[src/core/dmal_pkg.sv]
package dmal_pkg;
  // ==========================================================
  // bus and storage sizes
  localparam int DW = 32;
  localparam int NDESC = 2;
  localparam int DESC_WORDS = 6;
  // ==========================================================
  // register byte offsets
  localparam logic [31:0] OFS_CTRL = 32'h00;
  localparam logic [31:0] OFS_STAT = 32'h04;
  localparam logic [31:0] OFS_MASK = 32'h08;
  localparam logic [31:0] OFS_INFO = 32'h0c;
  // descriptor block select in addr[6:5], word in addr[4:2]
  localparam logic [1:0] DSEL_0 = 2'h1;
  localparam logic [1:0] DSEL_1 = 2'h2;
  localparam logic [2:0] W_SRC = 3'h0;
  localparam logic [2:0] W_DST = 3'h1;
  localparam logic [2:0] W_CNT = 3'h2;
  localparam logic [2:0] W_XINC = 3'h3;
  localparam logic [2:0] W_YINC = 3'h4;
  localparam logic [2:0] W_CFG = 3'h5;
  // ==========================================================
  // field positions
  localparam int CTRL_EN = 0;
  localparam int CTRL_CHAIN = 1;
  localparam int CTRL_SWTRIG = 2;
  localparam int CFG_SW = 0;
  localparam int CFG_DW = 2;
  localparam int CFG_TMODE = 4;
  localparam int CFG_IRQ_ELEM = 5;
  localparam int CFG_TOUT_ELEM = 6;
  localparam int ST_DESC = 0;
  localparam int ST_CHAN = 1;
  // ==========================================================
  // encodings and reset values
  localparam logic [1:0] WID_8 = 2'h0;
  localparam logic [1:0] WID_16 = 2'h1;
  localparam logic [1:0] WID_32 = 2'h2;
  localparam logic TM_ELEM = 1'h0;
  localparam logic TM_XLOOP = 1'h1;
  localparam logic [1:0] RESP_OKAY = 2'h0;
  localparam logic [1:0] RESP_SLVERR = 2'h2;
  localparam logic [1:0] RST_MASK = 2'h0;
  typedef logic [DESC_WORDS-1:0][31:0] dmal_desc_t;
  typedef enum logic [2:0] {
    ST_IDLE = 3'h0,
    ST_WAIT = 3'h1,
    ST_RD = 3'h3,
    ST_WR = 3'h2,
    ST_STEP = 3'h6
  } dmal_state_e;
endpackage

[src/core/dmal_reg_if.sv]
`timescale 1ns/1ps
interface dmal_reg_if;
  logic wr;
  logic [31:0] waddr;
  logic [31:0] wdata;
  logic [3:0] wstrb;
  logic wr_err;
  logic rd;
  logic [31:0] raddr;
  logic [31:0] rdata;
  logic rd_err;
  // bus side issues accesses, register side answers
  modport bus (output wr, waddr, wdata, wstrb, rd, raddr,
               input wr_err, rdata, rd_err);
  modport regs (input wr, waddr, wdata, wstrb, rd, raddr,
                output wr_err, rdata, rd_err);
endinterface

[src/core/dmal_axil.sv]
`timescale 1ns/1ps
module dmal_axil
  import dmal_pkg::*;
(
  // clock and reset
  input wire logic clk,
  input wire logic rst_n,
  // axi4-lite slave
  input wire logic [31:0] awaddr,
  input wire logic awvalid,
  output logic awready,
  input wire logic [31:0] wdata,
  input wire logic [3:0] wstrb,
  input wire logic wvalid,
  output logic wready,
  output logic [1:0] bresp,
  output logic bvalid,
  input wire logic bready,
  input wire logic [31:0] araddr,
  input wire logic arvalid,
  output logic arready,
  output logic [31:0] rdata,
  output logic [1:0] rresp,
  output logic rvalid,
  input wire logic rready,
  // register access
  dmal_reg_if.bus rg
);
  typedef struct packed {
    logic aw_have;
    logic [31:0] aw_addr;
    logic w_have;
    logic [31:0] w_data;
    logic [3:0] w_strb;
    logic aw_rdy;
    logic w_rdy;
    logic bvalid;
    logic [1:0] bresp;
    logic ar_rdy;
    logic rvalid;
    logic [31:0] rdata;
    logic [1:0] rresp;
  } dmal_axil_s;
  dmal_axil_s s_r;
  dmal_axil_s s_nxt;
  logic do_wr;
  logic do_rd;

  // ==========================================================
  // address and data are taken in either order, response after both
  always_comb begin
    s_nxt = s_r;
    do_wr = s_r.aw_have && s_r.w_have && !s_r.bvalid;
    do_rd = arvalid && s_r.ar_rdy;
    if (awvalid && s_r.aw_rdy) begin
      s_nxt.aw_have = 1'b1;
      s_nxt.aw_addr = awaddr;
    end
    if (wvalid && s_r.w_rdy) begin
      s_nxt.w_have = 1'b1;
      s_nxt.w_data = wdata;
      s_nxt.w_strb = wstrb;
    end
    if (s_r.bvalid && bready) begin
      s_nxt.bvalid = 1'b0;
    end
    if (do_wr) begin
      s_nxt.aw_have = 1'b0;
      s_nxt.w_have = 1'b0;
      s_nxt.bvalid = 1'b1;
      s_nxt.bresp = rg.wr_err ? RESP_SLVERR : RESP_OKAY;
    end
    s_nxt.aw_rdy = !s_nxt.aw_have && !s_nxt.bvalid;
    s_nxt.w_rdy = !s_nxt.w_have && !s_nxt.bvalid;
    if (s_r.rvalid && rready) begin
      s_nxt.rvalid = 1'b0;
    end
    if (do_rd) begin
      s_nxt.rvalid = 1'b1;
      s_nxt.rdata = rg.rdata;
      s_nxt.rresp = rg.rd_err ? RESP_SLVERR : RESP_OKAY;
    end
    s_nxt.ar_rdy = !s_nxt.rvalid;
  end

  // state register
  always_ff @(posedge clk or negedge rst_n) begin
    if (!rst_n) begin
      s_r <= '0;
    end else begin
      s_r <= s_nxt;
    end
  end

  // register access strobes and slave outputs
  assign rg.wr = do_wr;
  assign rg.waddr = s_r.aw_addr;
  assign rg.wdata = s_r.w_data;
  assign rg.wstrb = s_r.w_strb;
  assign rg.rd = do_rd;
  assign rg.raddr = araddr;
  assign awready = s_r.aw_rdy;
  assign wready = s_r.w_rdy;
  assign bvalid = s_r.bvalid;
  assign bresp = s_r.bresp;
  assign arready = s_r.ar_rdy;
  assign rvalid = s_r.rvalid;
  assign rdata = s_r.rdata;
  assign rresp = s_r.rresp;
endmodule

[src/core/dmal_wconv.sv]
`timescale 1ns/1ps
module dmal_wconv
  import dmal_pkg::*;
(
  // element data and lane positions
  input wire logic [31:0] raw,
  input wire logic [1:0] sa,
  input wire logic [1:0] sw,
  input wire logic [1:0] da,
  input wire logic [1:0] dw,
  // destination lanes
  output logic [31:0] wdata,
  output logic [3:0] be
);
  // ==========================================================
  // source lane align, then keep only the low destination bits
  always_comb begin
    logic [31:0] v;
    v = raw >> {sa, 3'h0};
    if (sw == WID_8) begin
      v = {24'h0, v[7:0]};
    end else if (sw == WID_16) begin
      v = {16'h0, v[15:0]};
    end
    case (dw)
      WID_8: begin
        wdata = {4{v[7:0]}};
        be = 4'h1 << da;
      end
      WID_16: begin
        wdata = {2{v[15:0]}};
        be = 4'h3 << {da[1], 1'h0};
      end
      default: begin
        wdata = v;
        be = 4'hf;
      end
    endcase
  end
endmodule

[src/core/dmal_top.sv]
// Summary of operation
// source and destination advance independently per element; zero holds fixed.
// one X loop moves exactly the configured element count.
// increments above one skip elements, interleaving the writes.
// every X and Y increment is scaled by that side's width.
// end of X loop re-bases both addresses from loop start plus Y increment.
// nonzero Y source increment offsets each next X loop start.
// X loop repeats the configured Y count.
// element trigger mode moves one element per trigger.
// X loop trigger mode runs a whole X loop per trigger.
// word source to halfword destination in one element.
// narrower destination keeps low source bits only.
// completion interrupt once the descriptor finishes.
// interrupt and trigger out each per element or per descriptor.
// trigger output pulses so another channel can be started.
// channel owns two descriptors, processed in turn.
// byte step is increment times element size, modulo address width.
`timescale 1ns/1ps
module dmal_top (
  // clock and reset
  input wire logic CLK,
  input wire logic RESETN,
  // axi4-lite register slave
  input wire logic [dmal_pkg::DW-1:0] S_AXI_AWADDR,
  input wire logic S_AXI_AWVALID,
  output logic S_AXI_AWREADY,
  input wire logic [dmal_pkg::DW-1:0] S_AXI_WDATA,
  input wire logic [3:0] S_AXI_WSTRB,
  input wire logic S_AXI_WVALID,
  output logic S_AXI_WREADY,
  output logic [1:0] S_AXI_BRESP,
  output logic S_AXI_BVALID,
  input wire logic S_AXI_BREADY,
  input wire logic [dmal_pkg::DW-1:0] S_AXI_ARADDR,
  input wire logic S_AXI_ARVALID,
  output logic S_AXI_ARREADY,
  output logic [dmal_pkg::DW-1:0] S_AXI_RDATA,
  output logic [1:0] S_AXI_RRESP,
  output logic S_AXI_RVALID,
  input wire logic S_AXI_RREADY,
  // triggers and interrupt
  input wire logic TRIG_IN,
  output logic TRIG_OUT,
  output logic IRQ,
  // system bus master
  output logic BUS_REQ,
  output logic BUS_WE,
  output logic [dmal_pkg::DW-1:0] BUS_ADDR,
  output logic [1:0] BUS_SIZE,
  output logic [dmal_pkg::DW-1:0] BUS_WDATA,
  output logic [3:0] BUS_BE,
  input wire logic BUS_ACK,
  input wire logic [dmal_pkg::DW-1:0] BUS_RDATA
);
  import dmal_pkg::*;

  typedef struct packed {
    dmal_state_e st;
    logic en;
    logic chain;
    logic cur;
    logic pend;
    logic inx;
    logic [1:0] stat;
    logic [1:0] mask;
    dmal_desc_t [NDESC-1:0] d;
    logic [31:0] src;
    logic [31:0] dst;
    logic [31:0] xsrc;
    logic [31:0] xdst;
    logic [15:0] xi;
    logic [15:0] yi;
    logic req;
    logic we;
    logic [1:0] size;
    logic [31:0] addr;
    logic [31:0] wdata;
    logic [3:0] be;
    logic tout;
    logic irq;
  } dmal_main_s;

  dmal_main_s s_r;
  dmal_main_s s_nxt;
  dmal_reg_if rg ();
  logic [31:0] rd_data;
  logic rd_err;
  logic wr_err;
  logic [31:0] cv_wdata;
  logic [3:0] cv_be;
  dmal_desc_t cd;
  logic [1:0] sw;
  logic [1:0] dw;
  logic tmode;
  logic [15:0] xcnt;
  logic [15:0] ycnt;
  logic [31:0] xs_step;
  logic [31:0] xd_step;
  logic [31:0] ys_step;
  logic [31:0] yd_step;
  logic last_x;
  logic last_y;

  // ==========================================================
  // helpers
  // signed increment times element size, wraps at 32 bits
  function automatic logic [31:0] scale(input logic [15:0] inc,
                                        input logic [1:0] w);
    scale = {{16{inc[15]}}, inc} << w;
  endfunction

  // byte lane merge of a register write
  function automatic logic [31:0] merge(input logic [31:0] old,
                                        input logic [31:0] nw,
                                        input logic [3:0] strb);
    merge = old;
    for (int i = 0; i < 4; i++) begin
      if (strb[i]) begin
        merge[i*8 +: 8] = nw[i*8 +: 8];
      end
    end
  endfunction

  // descriptor word decode
  function automatic logic dhit(input logic [31:0] a);
    dhit = (a[31:7] == 25'h0) && (a[1:0] == 2'h0) &&
           (a[6:5] == DSEL_0 || a[6:5] == DSEL_1) && (a[4:2] <= W_CFG);
  endfunction

  // ==========================================================
  // register bus slave and element width converter
  dmal_axil u_axil (
    .clk(CLK),
    .rst_n(RESETN),
    .awaddr(S_AXI_AWADDR),
    .awvalid(S_AXI_AWVALID),
    .awready(S_AXI_AWREADY),
    .wdata(S_AXI_WDATA),
    .wstrb(S_AXI_WSTRB),
    .wvalid(S_AXI_WVALID),
    .wready(S_AXI_WREADY),
    .bresp(S_AXI_BRESP),
    .bvalid(S_AXI_BVALID),
    .bready(S_AXI_BREADY),
    .araddr(S_AXI_ARADDR),
    .arvalid(S_AXI_ARVALID),
    .arready(S_AXI_ARREADY),
    .rdata(S_AXI_RDATA),
    .rresp(S_AXI_RRESP),
    .rvalid(S_AXI_RVALID),
    .rready(S_AXI_RREADY),
    .rg(rg.bus)
  );

  dmal_wconv u_wconv (
    .raw(BUS_RDATA),
    .sa(s_r.src[1:0]),
    .sw(sw),
    .da(s_r.dst[1:0]),
    .dw(dw),
    .wdata(cv_wdata),
    .be(cv_be)
  );

  // ==========================================================
  // active descriptor fields and scaled steps
  assign cd = s_r.d[s_r.cur];
  assign sw = cd[W_CFG][CFG_SW +: 2];
  assign dw = cd[W_CFG][CFG_DW +: 2];
  assign tmode = cd[W_CFG][CFG_TMODE];
  assign xcnt = cd[W_CNT][15:0];
  assign ycnt = cd[W_CNT][31:16];
  assign xs_step = scale(cd[W_XINC][15:0], sw);
  assign xd_step = scale(cd[W_XINC][31:16], dw);
  assign ys_step = scale(cd[W_YINC][15:0], sw);
  assign yd_step = scale(cd[W_YINC][31:16], dw);
  assign last_x = (s_r.xi + 16'h1) >= xcnt;
  assign last_y = (s_r.yi + 16'h1) >= ycnt;
  assign rg.rdata = rd_data;
  assign rg.rd_err = rd_err;
  assign rg.wr_err = wr_err;

  // ==========================================================
  // registers, sequencer and events
  always_comb begin
    logic [1:0] set;
    logic [1:0] clr;
    logic nd;
    set = 2'h0;
    clr = 2'h0;
    nd = 1'b0;
    s_nxt = s_r;
    s_nxt.tout = 1'b0;
    s_nxt.pend = s_r.pend | TRIG_IN;
    wr_err = 1'b0;
    rd_err = 1'b0;
    rd_data = 32'h0;
    // register read data
    if (rg.raddr == OFS_CTRL) begin
      rd_data = {29'h0, s_r.pend, s_r.chain, s_r.en};
    end else if (rg.raddr == OFS_STAT) begin
      rd_data = {30'h0, s_r.stat};
    end else if (rg.raddr == OFS_MASK) begin
      rd_data = {30'h0, s_r.mask};
    end else if (rg.raddr == OFS_INFO) begin
      rd_data = {s_r.xi, s_r.yi[11:0], s_r.cur, s_r.st};
    end else if (dhit(rg.raddr)) begin
      rd_data = s_r.d[rg.raddr[6]][rg.raddr[4:2]];
    end else begin
      rd_err = 1'b1;
    end
    // register writes
    if (rg.wr) begin
      if (rg.waddr == OFS_CTRL) begin
        if (rg.wstrb[0]) begin
          s_nxt.en = rg.wdata[CTRL_EN];
          s_nxt.chain = rg.wdata[CTRL_CHAIN];
          s_nxt.pend = s_nxt.pend | rg.wdata[CTRL_SWTRIG];
        end
      end else if (rg.waddr == OFS_STAT) begin
        clr = rg.wstrb[0] ? rg.wdata[1:0] : 2'h0;
      end else if (rg.waddr == OFS_MASK) begin
        if (rg.wstrb[0]) begin
          s_nxt.mask = rg.wdata[1:0];
        end
      end else if (dhit(rg.waddr)) begin
        s_nxt.d[rg.waddr[6]][rg.waddr[4:2]] =
          merge(s_r.d[rg.waddr[6]][rg.waddr[4:2]], rg.wdata, rg.wstrb);
      end else begin
        wr_err = 1'b1;
      end
    end
    // transfer sequencer
    case (s_r.st)
      ST_IDLE: begin
        if (s_r.en) begin
          s_nxt.cur = 1'b0;
          nd = 1'b1;
        end
      end
      ST_WAIT: begin
        if (!s_r.en) begin
          s_nxt.st = ST_IDLE;
          s_nxt.inx = 1'b0;
        end else if (s_r.pend || s_r.inx) begin
          if (!s_r.inx) begin
            s_nxt.pend = TRIG_IN;
            s_nxt.inx = (tmode == TM_XLOOP);
          end
          s_nxt.st = ST_RD;
          s_nxt.req = 1'b1;
          s_nxt.we = 1'b0;
          s_nxt.addr = s_r.src;
          s_nxt.size = sw;
          s_nxt.be = 4'hf;
        end
      end
      ST_RD: begin
        if (BUS_ACK) begin
          s_nxt.st = ST_WR;
          s_nxt.we = 1'b1;
          s_nxt.addr = s_r.dst;
          s_nxt.size = dw;
          s_nxt.wdata = cv_wdata;
          s_nxt.be = cv_be;
        end
      end
      ST_WR: begin
        if (BUS_ACK) begin
          s_nxt.st = ST_STEP;
          s_nxt.req = 1'b0;
          s_nxt.we = 1'b0;
        end
      end
      ST_STEP: begin
        s_nxt.st = ST_WAIT;
        set[ST_DESC] = cd[W_CFG][CFG_IRQ_ELEM];
        s_nxt.tout = cd[W_CFG][CFG_TOUT_ELEM];
        if (!last_x) begin
          s_nxt.xi = s_r.xi + 16'h1;
          s_nxt.src = s_r.src + xs_step;
          s_nxt.dst = s_r.dst + xd_step;
        end else begin
          s_nxt.inx = 1'b0;
          if (!last_y) begin
            s_nxt.xi = 16'h0;
            s_nxt.yi = s_r.yi + 16'h1;
            s_nxt.xsrc = s_r.xsrc + ys_step;
            s_nxt.xdst = s_r.xdst + yd_step;
            s_nxt.src = s_r.xsrc + ys_step;
            s_nxt.dst = s_r.xdst + yd_step;
          end else begin
            set[ST_DESC] = 1'b1;
            s_nxt.tout = 1'b1;
            if (s_r.chain && !s_r.cur) begin
              s_nxt.cur = 1'b1;
              nd = 1'b1;
            end else begin
              set[ST_CHAN] = 1'b1;
              s_nxt.en = 1'b0;
              s_nxt.st = ST_IDLE;
            end
          end
        end
      end
      default: begin
        s_nxt.st = ST_IDLE;
      end
    endcase
    // load the next descriptor's start addresses
    if (nd) begin
      s_nxt.src = s_r.d[s_nxt.cur][W_SRC];
      s_nxt.dst = s_r.d[s_nxt.cur][W_DST];
      s_nxt.xsrc = s_r.d[s_nxt.cur][W_SRC];
      s_nxt.xdst = s_r.d[s_nxt.cur][W_DST];
      s_nxt.xi = 16'h0;
      s_nxt.yi = 16'h0;
      s_nxt.st = ST_WAIT;
    end
    // sticky status, set wins over write-one-to-clear
    s_nxt.stat = (s_r.stat & ~clr) | set;
    s_nxt.irq = |(s_nxt.stat & s_nxt.mask);
  end

  // state register
  always_ff @(posedge CLK or negedge RESETN) begin
    if (!RESETN) begin
      s_r <= '0;
      s_r.mask <= RST_MASK;
    end else begin
      s_r <= s_nxt;
    end
  end

  // outputs straight from the state register
  assign TRIG_OUT = s_r.tout;
  assign IRQ = s_r.irq;
  assign BUS_REQ = s_r.req;
  assign BUS_WE = s_r.we;
  assign BUS_ADDR = s_r.addr;
  assign BUS_SIZE = s_r.size;
  assign BUS_WDATA = s_r.wdata;
  assign BUS_BE = s_r.be;
endmodule

[config.mk]
export PLATFORM = sky130hd
export DESIGN_NAME = dmal_top
export DESIGN_NICKNAME = d
export VERILOG_FILES = /design/src/core/dmal_pkg.sv /design/src/core/dmal_reg_if.sv /design/src/core/dmal_axil.sv /design/src/core/dmal_wconv.sv /design/src/core/dmal_top.sv
export SDC_FILE = /design/constraint.sdc
export NUM_CORES = 2
export LEC_CHECK = 0
export ABC_AREA = 1
export BUFFER_PORTS_ARGS = -buffer_cell sky130_fd_sc_hd__buf_2
export CAP_MARGIN = 20
export CORE_ASPECT_RATIO = 0.8
export CORE_MARGIN = 2
export CORE_UTILIZATION = 45
export DETAILED_ROUTE_END_ITERATION = 7
export SYNTH_ARGS = -nofsm -noshare
export SYNTH_HDL_FRONTEND = slang
export SYNTH_SLANG_ARGS = --single-unit
export TNS_END_PERCENT = 1
[constraint.sdc]
create_clock -name CLK -period 4.1 [get_ports CLK]
set_input_delay 0.41 -clock CLK [delete_from_list [all_inputs] [get_ports CLK]]
set_output_delay 0.41 -clock CLK [all_outputs]
set_load 0.1 [all_outputs]
-- After elaboration in Yosys (flattened, before gate mapping)
Index checks and enable logic that the tools add are counted.
- muxes and demuxes: 138
- $lt $le $gt $ge: 12
- reductions and logical operators: 53
- shifts and indexed selects: 7
- bitwise logic cells: 9
- equal/unequal tests: 27
- $add $sub $neg: 6
- operators by type and width (kind ; number):
    $mux 386 ; 3
    $mux 192 ; 5
    $mux 384 ; 2
    $mux 160 ; 3
    $bwmux 384 ; 1
    $mux 167 ; 2
    $mux 32 ; 10
    $mux 64 ; 4
    $bmux 32 s3 ; 2
    $demux 192 s1 ; 1
    $mux 8 ; 24
    $add 32x32->32 ; 4
    $shl 32x2->32 ; 4
    $demux 32 s3 ; 1
    $eq 32x4->1 const B ; 3
    $mux 36 ; 2
    $mux 71 ; 1
    $pmux 34 s2 ; 1
    $eq 32x3->1 const B ; 2
    $logic_not 32->1 ; 2
    $pmux 32 s2 ; 1
    $logic_not 25->1 ; 2
    $mux 2 ; 20
    $mux 37 ; 1
    47 further kinds ; 151
- bits of input ports: 141
- register bits after elaboration: 741
- word-level logic and storage cells: 299
- output and inout port bits: 115

-- Longest topological paths before layout
- depth in word-level cells: 18
- gate-level depth with buffers: 28
- mapped depth without buffers: 27

-- Modules after synthesis
Synthesis repeated with hierarchy kept, for this count alone.
- cells, all modules: 7451
- area total of the unflattened synthesis: 52191.3 um^2
- by module, submodules not included (module ; times used ; sequential area each (um^2) ; area an instance (um^2) ; cells an instance):
    dmal_top ; 1 ; 15765.1 ; 45648.8 ; 6649
    dmal_axil ; 1 ; 2727.6 ; 5350.1 ; 605
    dmal_wconv ; 1 ; 0.0 ; 1192.4 ; 197

-- Least setup slack after synthesis
No wires, ideal clock.
- kind: reg2reg
- start: register s_r[624] in the netlist's numbering
- end: register s_r[194] in the netlist's numbering
- buffers on the path: 1
- data required time: 4035 ps
- cell stages (with the launch flop): 20
- setup slack: 462 ps
- arrival: 3573 ps
- cells stage by stage: dfrtp_1 > buf_4 > inv_1 > o21ai_0 > o21ai_0 > o21ai_0 > ha_1 > a21oi_1 > o21ai_0 > a21oi_1 > nand3_1 > nand2_1 > inv_1 > o21ai_0 > nand3_1 > nand2_1 > nand2_1 > nand2_1 > nand2_1 > nand2_1
- word-level cells in the longest chain between the ends: 9
- ends and longest elaborated chain (item ; RTL line ; text):
    from (decl) ; dmal_top.sv:83 ; dmal_main_s s_r;
    from (signal assigned) ; dmal_top.sv:331 ; s_r <= s_nxt;
    parallel branches: the longest is 9 deep, another holds $add 32x32->32 ; n/a ;
Several ways; the timed one is not identified. The select of a mux whose other input is x is not followed.
A chain may end at the register's enable or synchronous reset.

-- Final worst setup path
- start: register s_r[75] in the netlist's numbering
- end: register s_r[195] in the netlist's numbering
- word-level cells in the longest chain between the ends: 8
- ends and longest elaborated chain (item ; RTL line ; text):
    $add 16x1->16 (*) ; dmal_top.sv:178 ; assign last_y = (s_r.yi + 16'h1) >= ycnt;
    $ge 16x16->1 (*) ; dmal_top.sv:178 ;
    $mux 1 ; dmal_top.sv:285 ; if (!last_y) begin
    $mux 1 ; dmal_top.sv:279 ; if (!last_x) begin
    $pmux 1 s2 ; dmal_top.sv:234 ; case (s_r.st)
    $mux 64 (not written as such) (2 in a row) ; dmal_top.sv:313 ; s_nxt.dst = s_r.d[s_nxt.cur][W_DST];
    $mux 160 ; dmal_top.sv:311 ; if (nd) begin
Every way passes the cells marked *; elsewhere a longest branch is shown, timed or not. The select of a mux whose other input is x is not followed.

==> flow_summary.toml <==
[outcome]
outcome = "completed"

[layout]
fin_util_pct = 54.7
seq_area_um2 = 18500
syn2layout_area_growth_pct = 20.4
stdcell_count = 9384
drive_gt1_share_pct = 17.3
multi_input_area_um2 = 28400
fill_cells = 11100
final_net_count = 8106

[setup_path]
cp_cell_sequence = "inv_1, nor3_4, nand3_2, nor3_4, nand3_2, nor3_4, buf_4, xor2_2, ha_1, a21oi_1, o21ai_0, a21oi_1, nand2_2, nand3_2, nand2_1, nand2_1, nand2_4, nand2_8, buf_12, nand2_1, nand3_1, nand2_1, nand2_1, nand2_1"
critPathMaxFanout = 7
critical_path_arrival_ns = 4.68
crit_required_ns = 4.69
start_kind = "flip-flop"
critPathSlowestCell = "dfrtp_1"
cp-end-kind = "flip-flop"
critPathMostFrequentCell = "nand2_1"
critPathKind = "reg2reg"
slowest_delay_ns = 0.35

[timing]
finalMaxSlewViolations = 0
fin_skew_ns = 0.0267
rsz0062_at_grt = "yes"
slew_headroom_pct = 29.7
max_freq_mhz = 245
fin_crit_sh_pct = 99.7
setup_viol = 0
hold_viol = 0
setup_slack_ns = 0.0116
tightest_slew_ns = 1.05
period_minus_slack_ns = 4.09

[synthesis]
synth_top_cell_by_area = "dfrtp_1"
synth_top_area_share_pct = 36.1
synthTopCellsByArea = "dfrtp_1 36%, nand2_1 14%, o21ai_0 8.4%, a21oi_1 5.9%, nor2_1 4.3%"
async_flop_share_pct = 100
synth_warnings = 0
ys_seq_area_share_pct = 36.1
synth-edff-count = 0
netlist_area_um2 = 51200
synth_seq_cells = 739
syn-instance-count = 7315
synth.avg_cell_area_um2 = 6.99
synth_ff_type = "dfrtp_1"
ys_types = 63

[floorplanning]
io_pins = 256
die_h_um = 306
num_rows = 110
core_um2 = 113000
die_area_um2 = 116000
die_w_um = 381
initial_core_util_pct = 45.4

[place]
portBuffers = 253
place_inst = 9131
dp_slack_ns = -0.160
gp_congestion = 0.995
hpwl_mm = 164

[pwr]
finalPower_uw = 52000
p_int_uw = 24900
power_density_nw_per_um2 = 843
pwr-share-clk_pct = 16.1
swShare_pct = 52.1
comb_power_share_pct = 64.1
p_sw_uw = 27100
ir_drop_mv = 0.727
p_leak_uw = 0.0291
p_seq_share_pct = 19.7

[drt]
drt-wirelength-per-cell_um = 24.2
routed_wl_mm = 227
drt_drc_violations_left = 0
ant_nets = 0
vias = 55200
viasPerCell = 5.89
first_iter_violations = 7114
first_pass_iters = 6

[grt]
grt_pass1_vias = 50800
track_usage_pct = 37.5
grt_max_degree = 150
grt_pass1_wl_mm = 332
grt-ovfl-total = 0
antenna_found_initial = 5

[clock_network]
cts-root-buf = "clkbuf_16"
cts_buffer_depth = 3
clkSinkCount = 739
clk_latency_ns = 0.72
numCtsBuffers = 85
h-tree-depth = 3
cts.reportedPaths.clkPinSlew_ns = 0.07
cts_tree = "yes"

[flow_run]
maxCapViolCount = 0

[min_path]
holdCritPathClass = "in2reg"
## layout by cell type, fill, tap and decap left out, types with 15 or more instances in the layout
master,instances
dfrtp_1,735
nand3b_1,23
o211ai_1,93
nor3_1,45
o21ai_0,817
a21oi_2,47
xnor2_1,23
o2111ai_1,30
nor4_1,19
nand3_2,38
nand4_1,66
buf_2,251
nand3_4,25
nor2_1,572
buf_12,47
o22ai_1,31
clkbuf_8,28
a31oi_1,38
o21ai_1,292
o221ai_1,23
dlygate4sd3_1,73
nor2_2,15
xor2_1,65
o21ai_2,89
ha_1,156
nand2_1,1824
buf_4,562
nand3_1,358
nand2_2,23
clkbuf_16,99
a21oi_1,559
or2_2,18
inv_1,562
## power by group through the flow
stage | sequential, uW | combinational (uW) | clock (uW)
floorplan | 9450 | 18400 | 0
global placement | 10300 | 30900 | 0
detailed placement | 10300 | 30900 | 0
CTS | 10200 | 31200 | 8440
global route | 10300 | 35600 | 8730
finish | 10200 | 33300 | 8380
## through the flow
stage | instance area, um2 | hold WS (ns) | setup TNS, ns
after floorplan | 51200 | 0.114 | 0
after global placement | 56500 | 0.453 | -0.283
after detailed placement | 56500 | 0.465 | -1.46
after CTS | 60300 | 0.110 | -0.268
after global routing | 61600 | 0.157 | -17.11
final | 61600 | 0.134 | 0
## cell families after synthesis
logic type | share of synthesized area (%)
xor+xnor | 1.56
mux | 0.0978
buf+inv | 10.4
fa+ha+maj | 4.02
simple gates | 25.0
other cells | 0.00733
flops | 36.1
compound gates | 22.8
## path summary, 6_finish.rpt
path / depth (start not counted) / slack [ns] / from / end
max in group asynchronous: 4 / 2.51 / RESETN / BUS_WE
max reg2reg: 24 / 0.01 / s_r[75] / s_r[195]
min: 5 / 0.13 / BUS_RDATA[16] / BUS_WDATA[16]
min reg2reg: 1 / 0.47 / u_axil.rvalid / u_axil.arready
min in group asynchronous: 2 / 0.41 / RESETN / async pin
max: 24 / 0.01 / s_r[75] / s_r[195]
## final cells by class
class                           instances  area share [%]
Antenna cell                            1         0.00406
Clock buffer                          124            4.21
Clock inverter                         31           0.670
Inverter                              581            3.59
Multi-Input combinational cell       5441            46.0
Sequential cell                       739            30.0
Tap cell                             1512            3.07
Timing Repair Buffer                  955            12.4
## worst max-delay path, delay by kind of cell (launching register included)
kind	cells	cell delay, ns
simple gates	16	2.25
compound gates	3	0.47
buf+inv	3	0.41
flops	1	0.35
fa+ha+maj	1	0.27
xor+xnor	1	0.17
## metal layers
| layer | global-route usage, % | vias to the layer above | part of all wire, % |
|---|---|---|---|
| met5 | 0 | - | 0.0057 |
| met4 | 13.5 | 2 | 4.4 |
| met3 | 7.69 | 472 | 10 |
| met2 | 56.0 | 2883 | 42 |
| met1 | 53.5 | 26400 | 43 |
| li1 | - | 25400 | - |
## cells in the mapped netlist (all sizes together) (2+ instances only)
master   count
xor2        68
o311ai       8
clkinv       5
mux2i        5
a21o         7
o2111ai     30
nor3        61
ha         158
nor4        22
a22o        14
nand3      421
o32ai        2
clkbuf     260
nand3b      23
dfrtp      739
buf        295
and2         2
o22ai       31
a31o         3
a21oi      606
fa           4
nand4       67
o21a        12
a31oi       41
a311oi       2
a2bb2oi     13
o21bai       9
nand2     1863
xnor2       23
or2         20
nor2       595
o221ai      23
a221oi       7
o21ai     1200
o211ai      93
inv        576
## timing repair
action / in CTS / in global routing
endpoints found under the setup margin: 45 / 161
pin swaps: 0 / 14
resized for setup: 14 / 233
buffers inserted: 0 / 7
hold buffers: 73 / 0
cloned: 0 / 12
endpoints found under the hold margin: 153 / 0
Power figures use the tool's default switching activity.
